[src/core/edc_pkg.sv]
// Package for the extended block command registers
package edc_pkg;

  // Register byte offsets on the AXI4-Lite slave
  localparam logic [4:0] OFS_EXT0   = 5'h00;
  localparam logic [4:0] OFS_EXT1   = 5'h04;
  localparam logic [4:0] OFS_EXT2   = 5'h08;
  localparam logic [4:0] OFS_STATUS = 5'h0c;
  localparam logic [4:0] OFS_CTRL   = 5'h10;

  // Supplemental-block field position and codes
  localparam int         SUPP_LSB    = 25;
  localparam logic [1:0] SUPP_EXT0   = 2'h2;
  localparam logic [1:0] SUPP_EXT012 = 2'h3;

  // Per-block command field layout
  localparam int         FIELD_W     = 3;
  localparam int         FIELD_LSB   = 1;
  localparam int         FIELDS      = 8;
  localparam int         REG_USED_W  = 24;
  localparam logic [2:0] CMD_NULL    = 3'h0;
  localparam logic [2:0] CMD_XOR     = 3'h1;

  // Reset values
  localparam logic [31:0] EXT_RESET  = 32'h0000_0000;
  localparam logic        CTRL_RESET = 1'b1;

  // AXI responses
  localparam logic [1:0] RESP_OKAY   = 2'h0;
  localparam logic [1:0] RESP_SLVERR = 2'h2;

  // Descriptor load request from the fetch logic
  typedef struct packed {
    logic        valid;
    logic [31:0] main_ctrl;
    logic [31:0] word0;
    logic [31:0] word1;
    logic [31:0] word2;
  } edc_load_s;

  // Per-block selects towards the datapath (blocks 9..32)
  typedef struct packed {
    logic [23:0] fetch;
    logic [23:0] bad;
  } edc_sel_s;

endpackage

[src/core/edc_field_dec.sv]
// Decoder for one register's eight block command fields
`timescale 1ns/1ps
module edc_field_dec
  import edc_pkg::*;
(
  // Register value
  input  wire logic [31:0] REG_VAL,
  // Per-block outputs
  output logic [7:0]       FETCH,
  output logic [7:0]       BAD
);

  // Each field: XOR fetches, null skips, anything else is flagged
  always_comb begin
    for (int i = 0; i < FIELDS; i++) begin
      FETCH[i] = (REG_VAL[FIELD_LSB + FIELD_W*i +: FIELD_W] == CMD_XOR);
      BAD[i]   = (REG_VAL[FIELD_LSB + FIELD_W*i +: FIELD_W] != CMD_XOR) &&
                 (REG_VAL[FIELD_LSB + FIELD_W*i +: FIELD_W] != CMD_NULL);
    end
  end

endmodule // edc_field_dec

[src/core/edc_regs.sv]
// Extended block command register bank with AXI4-Lite read access
//
// What this block does
// - Load register 0 for sixteen-plus sources
// - Register 0 governs blocks nine to sixteen
// - Register 0 fields: block 9 bits 3:1 upward
// - Load register 1 for thirty-two sources
// - Register 1 fields: block 17 bits 3:1 upward
// - Load register 2 for thirty-two sources
// - Command 000 skips block, no reads
// - Command 001 fetches block for XOR
// - Main control bits 26:25 select loading
// - Read-only; reloaded on each applicable descriptor
// - Code 10 one extension, 11 three
// - Register 2 fields: block 25 bits 3:1 upward
`timescale 1ns/1ps
module edc_regs
  import edc_pkg::*;
(
  // Clock, enable, reset
  input  wire logic        CLK,
  input  wire logic        CE,
  input  wire logic        RSTN,
  // Descriptor load from fetch logic
  input  wire edc_load_s   LOAD,
  // Block selects towards the datapath
  output edc_sel_s         SEL,
  // AXI4-Lite write address
  input  wire logic        S_AXI_AWVALID,
  output logic             S_AXI_AWREADY,
  input  wire logic [4:0]  S_AXI_AWADDR,
  // AXI4-Lite write data
  input  wire logic        S_AXI_WVALID,
  output logic             S_AXI_WREADY,
  input  wire logic [31:0] S_AXI_WDATA,
  input  wire logic [3:0]  S_AXI_WSTRB,
  // AXI4-Lite write response
  output logic             S_AXI_BVALID,
  input  wire logic        S_AXI_BREADY,
  output logic [1:0]       S_AXI_BRESP,
  // AXI4-Lite read address
  input  wire logic        S_AXI_ARVALID,
  output logic             S_AXI_ARREADY,
  input  wire logic [4:0]  S_AXI_ARADDR,
  // AXI4-Lite read data
  output logic             S_AXI_RVALID,
  input  wire logic        S_AXI_RREADY,
  output logic [31:0]      S_AXI_RDATA,
  output logic [1:0]       S_AXI_RRESP
);

  // All state of the block except the captured control write bit
  typedef struct packed {
    logic [31:0] ext0;      // Blocks 9..16
    logic [31:0] ext1;      // Blocks 17..24
    logic [31:0] ext2;      // Blocks 25..32
    logic [1:0]  last_supp; // Supplemental code of last load
    logic [7:0]  load_cnt;  // Loads seen, wraps
    logic        ctrl_en;   // Software load enable
    logic        aw_got;    // Write address held
    logic        w_got;     // Write data held
    logic [4:0]  aw_addr;   // Held write address
    logic        bvalid;
    logic [1:0]  bresp;
    logic        arready;
    logic        rvalid;
    logic [31:0] rdata;
    logic [1:0]  rresp;
    edc_sel_s    sel;
  } edc_state_s;

  edc_state_s st;       // Registered state
  edc_state_s next_st;  // Next state

  // Decoded selects for all three registers
  logic [23:0] fetch_w;
  logic [23:0] bad_w;
  logic [1:0]  supp;    // Supplemental-block code from main control
  logic        ld0;     // Load register 0
  logic        ld12;    // Load registers 1 and 2
  logic [31:0] rd_val;  // Read mux output
  logic        rd_ok;   // Read address mapped

  // Field mask keeping bits 24:1, zero above and at bit 0
  localparam logic [31:0] USED_MASK = 32'h01ff_fffe;

  // One decoder per register; decoding the held value keeps the selects
  // one cycle behind the registers and avoids a loop through next_st
  for (genvar g = 0; g < 3; g++) begin : g_dec
    edc_field_dec u_dec (
      .REG_VAL (g == 0 ? st.ext0 : (g == 1 ? st.ext1 : st.ext2)),
      .FETCH   (fetch_w[8*g +: 8]),
      .BAD     (bad_w[8*g +: 8])
    );
  end

  // Load qualification from supplemental code
  always_comb begin
    supp = LOAD.main_ctrl[SUPP_LSB +: 2];
    ld0  = LOAD.valid && st.ctrl_en &&
           ((supp == SUPP_EXT0) || (supp == SUPP_EXT012));
    ld12 = LOAD.valid && st.ctrl_en && (supp == SUPP_EXT012);
  end

  // Read mux
  always_comb begin
    rd_ok  = 1'b1;
    unique case (S_AXI_ARADDR[4:0])
      OFS_EXT0:   rd_val = st.ext0;
      OFS_EXT1:   rd_val = st.ext1;
      OFS_EXT2:   rd_val = st.ext2;
      OFS_STATUS: rd_val = {22'h0, st.last_supp, st.load_cnt};
      OFS_CTRL:   rd_val = {31'h0, st.ctrl_en};
      default: begin
        rd_val = 32'h0000_0000;
        rd_ok  = 1'b0;
      end
    endcase
  end

  // Next-state logic
  always_comb begin
    next_st = st;
    // Descriptor loads; each applicable fetch replaces old values
    if (ld0) begin
      next_st.ext0 = LOAD.word0 & USED_MASK;
    end
    if (ld12) begin
      next_st.ext1 = LOAD.word1 & USED_MASK;
      next_st.ext2 = LOAD.word2 & USED_MASK;
    end
    if (ld0) begin
      next_st.last_supp = supp;
      next_st.load_cnt  = st.load_cnt + 8'h01;
    end
    // Selects follow the register contents
    next_st.sel.fetch = fetch_w;
    next_st.sel.bad   = bad_w;
    // Write channel capture, either order
    if (S_AXI_AWVALID && !st.aw_got && !st.bvalid) begin
      next_st.aw_got  = 1'b1;
      next_st.aw_addr = S_AXI_AWADDR;
    end
    if (S_AXI_WVALID && !st.w_got && !st.bvalid) begin
      next_st.w_got = 1'b1;
    end
    // Write completes: only control is writable, extension registers stay read-only
    if (st.aw_got && st.w_got && !st.bvalid) begin
      next_st.aw_got = 1'b0;
      next_st.w_got  = 1'b0;
      next_st.bvalid = 1'b1;
      if (st.aw_addr == OFS_CTRL) begin
        next_st.bresp = RESP_OKAY;
      end else if (st.aw_addr[4:2] <= 3'h3) begin
        next_st.bresp = RESP_SLVERR;
      end else begin
        next_st.bresp = RESP_SLVERR;
      end
    end
    if (st.bvalid && S_AXI_BREADY) begin
      next_st.bvalid = 1'b0;
    end
    // Read channel
    next_st.arready = 1'b0;
    if (S_AXI_ARVALID && !st.arready && !st.rvalid) begin
      next_st.arready = 1'b1;
      next_st.rvalid  = 1'b1;
      next_st.rdata   = rd_val;
      next_st.rresp   = rd_ok ? RESP_OKAY : RESP_SLVERR;
    end
    if (st.rvalid && S_AXI_RREADY) begin
      next_st.rvalid = 1'b0;
    end
  end

  // Control write data capture
  logic        wr_ctrl;   // Control write happens this cycle
  logic        wdat_ctrl; // Captured data bit
  logic        next_wdat;
  always_comb begin
    wr_ctrl   = st.aw_got && st.w_got && !st.bvalid && (st.aw_addr == OFS_CTRL);
    next_wdat = wdat_ctrl;
    if (S_AXI_WVALID && !st.w_got && !st.bvalid && S_AXI_WSTRB[0]) begin
      next_wdat = S_AXI_WDATA[0];
    end else if (S_AXI_WVALID && !st.w_got && !st.bvalid) begin
      next_wdat = st.ctrl_en;
    end
  end

  // State register
  always_ff @(posedge CLK or negedge RSTN) begin
    if (!RSTN) begin
      st         <= '0;
      st.ext0    <= EXT_RESET;
      st.ext1    <= EXT_RESET;
      st.ext2    <= EXT_RESET;
      st.ctrl_en <= CTRL_RESET;
      wdat_ctrl  <= CTRL_RESET;
    end else if (CE) begin
      st        <= next_st;
      wdat_ctrl <= next_wdat;
      if (wr_ctrl) begin
        st.ctrl_en <= wdat_ctrl;
      end
    end
  end

  // Outputs from flip-flops; write address and write data ready are gated from two flip-flops each
  assign SEL           = st.sel;
  assign S_AXI_AWREADY = !st.aw_got && !st.bvalid;
  assign S_AXI_WREADY  = !st.w_got && !st.bvalid;
  assign S_AXI_BVALID  = st.bvalid;
  assign S_AXI_BRESP   = st.bresp;
  assign S_AXI_ARREADY = st.arready;
  assign S_AXI_RVALID  = st.rvalid;
  assign S_AXI_RDATA   = st.rdata;
  assign S_AXI_RRESP   = st.rresp;
endmodule // edc_regs

[config.mk]
export PLATFORM = sky130hd
export DESIGN_NAME = edc_regs
export DESIGN_NICKNAME = d
export VERILOG_FILES = /design/src/core/edc_pkg.sv /design/src/core/edc_field_dec.sv /design/src/core/edc_regs.sv
export SDC_FILE = /design/constraint.sdc
export NUM_CORES = 1
export LEC_CHECK = 0
export ABC_AREA = 1
export BUFFER_PORTS_ARGS = -buffer_cell sky130_fd_sc_hd__buf_2
export CORE_UTILIZATION = 55
export DETAILED_ROUTE_END_ITERATION = 16
export PLACE_DENSITY = 0.95
export SYNTH_ARGS = -nofsm -noshare
export SYNTH_HDL_FRONTEND = slang
export SYNTH_SLANG_ARGS = --single-unit
[constraint.sdc]
create_clock -name CLK -period 4.3 [get_ports CLK]
set_clock_uncertainty 0.15 [all_clocks]
set_input_delay 0.43 -clock CLK [delete_from_list [all_inputs] [get_ports CLK]]
set_output_delay 0.43 -clock CLK [all_outputs]
set_load 0.05 [all_outputs]
* Word-level counts from Yosys, hierarchy flattened
Cells that the tools add are included.
** Storage, ports and cells
- Bits in registers :: 178
- Bits of input ports :: 183
- Output and inout port bits :: 89
- Logic and storage cells :: 176
** Cells by class
- Add/subtract/negate cells :: 1
- Equality and inequality tests :: 55
- Muxes and demuxes :: 13
- Reduce and logical (&&, ||, !) cells :: 89
** Operator list (count)
- $pmux W25 S5 :: 1
- $eq A3 B1 Y1 const B :: 24
- $ne A3 B1 Y1 const B :: 24
- $reduce_bool A3 Y1 :: 24
- $logic_and A1 B1 Y1 :: 41
- $mux W36 :: 1
- $reduce_and A2 Y1 :: 11
- $eq A5 B4 Y1 const B :: 2
- $eq A5 B5 Y1 const B :: 2
- $reduce_bool A2 Y1 :: 5
- $add A8 B1 Y8 const B :: 1
- $mux W1 :: 7
- $mux W2 :: 3
- $eq A5 B3 Y1 const B :: 1
- $logic_not A1 Y1 :: 5
- $logic_not A5 Y1 :: 1
- $reduce_or A5 Y1 :: 1
- $eq A2 B2 Y1 const B :: 2
- $mux W3 :: 1
- $logic_or A1 B1 Y1 :: 1

* Depth between registers and ports, before layout
- Depth in word-level cells :: 6
- Mapped depth :: 9

* Cells and area by module
From an unflattened synthesis, not the netlist that was laid out.
** Second synthesis, totals
- Cell total of the unflattened synthesis :: 1129
- Area, all modules :: 8663.3 um2
** By module, submodules not included
- edc_regs :: instances 1, cells an instance 967, area an instance 7987.7 um2, sequential area each 4231.6 um2
- edc_field_dec :: instances 3, cells an instance 54, area an instance 225.2 um2, sequential area each 0.0 um2

* Least setup slack after synthesis
Ideal clock, no wire load.
- Path type :: register -> register
- Start :: reg st (netlist bit S_AXI_BVALID)
- End :: reg st[89] (netlist name)
- Data arrival time :: 2.110 ns
- Setup slack :: 1.915 ns
- Stages on the path, launching flop included :: 4
- Buffers on the path :: 0
- Clock period less this slack :: 2.385 ns
- Cell sequence :: dfrtp_1 > nor2_1 > nand3_1 > mux2_2
** On the way
- Word-level cells in the longest chain between the ends :: 3
** Ends and longest elaborated chain
- from (decl) :: line edc_regs.sv:72 : edc_state_s st;
- from (signal assigned) :: line edc_regs.sv:200 : st <= next_st;
- $logic_not A1 Y1 :: line edc_regs.sv:140 : if (S_AXI_AWVALID && !st.aw_got && !st.bvalid) begin
- $logic_and A1 B1 Y1 :: line edc_regs.sv:140
- $reduce_and A2 Y1 (no source line)
No other way between the ends.
A chain may end at the register's enable or synchronous reset.

* Worst setup path after layout
- Start :: reg st (netlist bit next_st[94])
- End :: reg st[110] (netlist name)
** On the way
- Word-level cells in the longest chain between the ends :: 3
** Ends and longest elaborated chain
- $logic_and A1 B1 Y1 (2 in a row) :: line edc_regs.sv:102 : ld12 = LOAD.valid && st.ctrl_en && (supp == SUPP_EXT012);
- $reduce_and A2 Y1 (no source line)
No other way between the ends.

==> metrics.csv <==
stage,metric,value,unit
status,status,"finished, violations left",
status,violated checks,negative hold slack,
place,pre-CTS setup slack,1.195,ns
synthesis,Synth Flop Type,dfrtp_1,
sta,Max-slew headroom,27.10,%
global_routing,gr usage total,28.62,%
synthesis,synth unique cells,30,
sta,Fmax achieved,0.3198,GHz
synthesis,"FF+latch count, synth",169,
final_layout,share of layout cells above drive strength 1,22.56,%
critical_path,Crit Path Category,flip-flop to flip-flop,
sta,WHS,-0.02185,ns
clock_tree,TritonCTS Buffers,17,
synthesis,Ys Warns,0,
clock_tree,Clock Path Buffers,2,
die,row cnt,43,
synthesis,post-synth top area cell,dfrtp_1,
place,hpwl dp,13820,um
die,Ports,272,
global_routing,initial antenna violation count,2,
power,maximum VDD drop,0.4073,mV
clock_tree,Post-CTS Setup Bufs,0,
synthesis,Post-Syn Area per Cell,8.620,um^2
route,drt drc,0,
synthesis,top-area cell type share of the netlist area,52.13,%
global_routing,most used routing layer,met2,
global_routing,global route total overflow,0,
clock_tree,CTS tree,yes,
power,Leak,4.846,nW
global_routing,largest net degree at the start of global routing,118,
flow_run,max-cap violations,0,
final_layout,Area Growth Syn to Fin,11.67,%
synthesis,"Seq/Total Area, Yosys",52.79,%
global_routing,met3 Use GR,7.993,%
synthesis,cells after synthesis,930,
route,drt pass-1 iters,5,
final_layout,Final Net Count,1186,
sta,Fin Setup TNS,0,ns
route,post-route ant nets,0,
final_layout,post-route cell area,8952,um^2
synthesis,Post-Syn Area,8016,um^2
sta,Tightest Pin Transition,1.092,ns
final_layout,fin util,63.75,%
global_routing,met2 usage,46.24,%
clock_tree,CTS Root Cell,clkbuf_16,
clock_tree,H-Tree Depth,4,
route,post-DR wirelength/cell,17.21,um
clock_tree,Hold Buf Count CTS,0,
power,P per Cell Area,654.6,nW/um^2
sta,Period minus WS final,3.127,ns
sta,"Worst Setup Slack, final",1.173,ns
route,Vias/cell,5.573,
synthesis,number of synthesized flops with an enable pin,0,
place,DP Area,8315,um^2
critical_path,WP data required,4.44,ns
clock_tree,Clock Latency Late Sink,0.44,ns
final_layout,max reg flops,89,
route,DR vias,6665,
synthesis,Post-synth ARST share,100.0,%
route,Detailed Route WL,20580,um
critical_path,Startpoint Class,flip-flop,
synthesis,top post-synthesis cells by count,"304 x nand2_1, 167 x dfrtp_1, 95 x buf_4",
sta,Final Cycle Share,72.73,%
die,core area,14040,um^2
critical_path,Critical Path AT,3.27,ns
route,first-iteration detailed-routing DRC count,676,
clock_tree,Worst-path clk slew,0.06,ns
sta,Final Hold Fails,11,
place,Port Buffer Count,174,
sta,Setup Viol. Count Final,0,
synthesis,Area contributors post-synth,"dfrtp_1 52%, nand2_1 14%, buf_4 8.9%, nand4_1 5.5%, nand3_1 4.1%",
hold_path,Hold Crit Class,primary input to asynchronous set/reset pin,
sta,fin. max-slew vios,0,
die,die width,122.7,um
clock_tree,post-CTS sizing,0,
die,starting density of the core,57.09,%
synthesis,most frequent cell after synthesis,nand2_1,
place,GPL Wtd Cong,0.8626,
final_layout,"Most flops, register",st,
die,Die Y,122.7,um
critical_path,crit-path max FO,49,
global_routing,met1 GRT Util,35.96,%
clock_tree,Sink Count,169,
global_routing,number of global-route vias before repair,6337,
die,die area,15060,um^2
sta,RSZ-0062 raised after global routing,false,
critical_path,critical path endpoint category,flip-flop,
global_routing,first-pass GRT wire length,32080,um
[worst max-delay path: stages, from the launching register on]
cell	delay, ns
dfstp_2	0.56
nand4_4	0.41
inv_2	0.65
nand2_2	0.75
nand2_1	0.31
nand2_1	0.15
[layout make-up]
cell class,instances,area [um^2]
fillers,1142,5090
multi-input cells,601,2801
inverters,30,112.6
clock buffers,19,432.9
flip-flops and latches,169,4232
clock inverters,13,201.4
well taps,180,225.2
diodes,1,2.502
repair buffers,183,944.7
[worst paths after layout]
check                             from       to  slack [ns]  cells after the start
setup / recovery           next_st[94]  st[110]        1.17                      5
hold reg to reg                 SEL[7]   SEL[7]        0.32                      1
hold / removal                    RSTN  SEL[16]       -0.02                      1
setup reg to reg           next_st[94]  st[110]        1.17                      5
max in group asynchronous         RSTN  st[108]        3.00                      2
min in group CLK              LOAD[83]  st[188]        0.04                      3
[cell families (layout without fill, tap and decap cells)]
kind of cell,count (synthesis),in the layout,share of synthesized area [%]
and+or+nand+nor,526,526,28.58
DFF,169,169,52.79
buffers and inverters,168,245,12.70
AOI/OAI and AO/OA,55,55,4.542
xor gates and xnor gates,7,7,0.7648
muxes,3,3,0.4214
adders and majority gates,1,1,0.1561
other,1,10,0.04678
[report_power, final]
part	internal, mW	switching, mW
registers	2.09	0.384
logic	0.454	1.28
clock network	1.03	0.626
total	3.57	2.29
[cell usage in the layout, fill, tap and decap left out, drive strengths merged, types with 4 or more instances in the layout]
cell type    n
clkinv       5
nand2      305
bufinv       5
xnor2        4
nand3       65
dfrtp      167
o21a         6
nor2        74
o21ai       26
buf        183
inv         30
a22o        19
nor3         9
clkbuf      19
conb         9
nand4       71
[metrics by stage]
step | std cells | power, mW
after floorplan | 938 | 3.963
after global placement | 1163 | 4.142
after detailed placement | 1163 | 4.223
after CTS | 1195 | 5.878
after global routing | 1195 | 6.149
final | 1196 | 5.860
[per-layer routing]
metal | share of wire (%) | vias up | wire length, um
met1 | 40 | 3162 | 8243
met3 | 8.7 | 38 | 1798
li1 | - | 3107 | -
met4 | 2.2 | 2 | 444
met2 | 49 | 356 | 10080
met5 | 0.083 | - | 17
No activity file was read; power rests on OpenSTA's default activity.
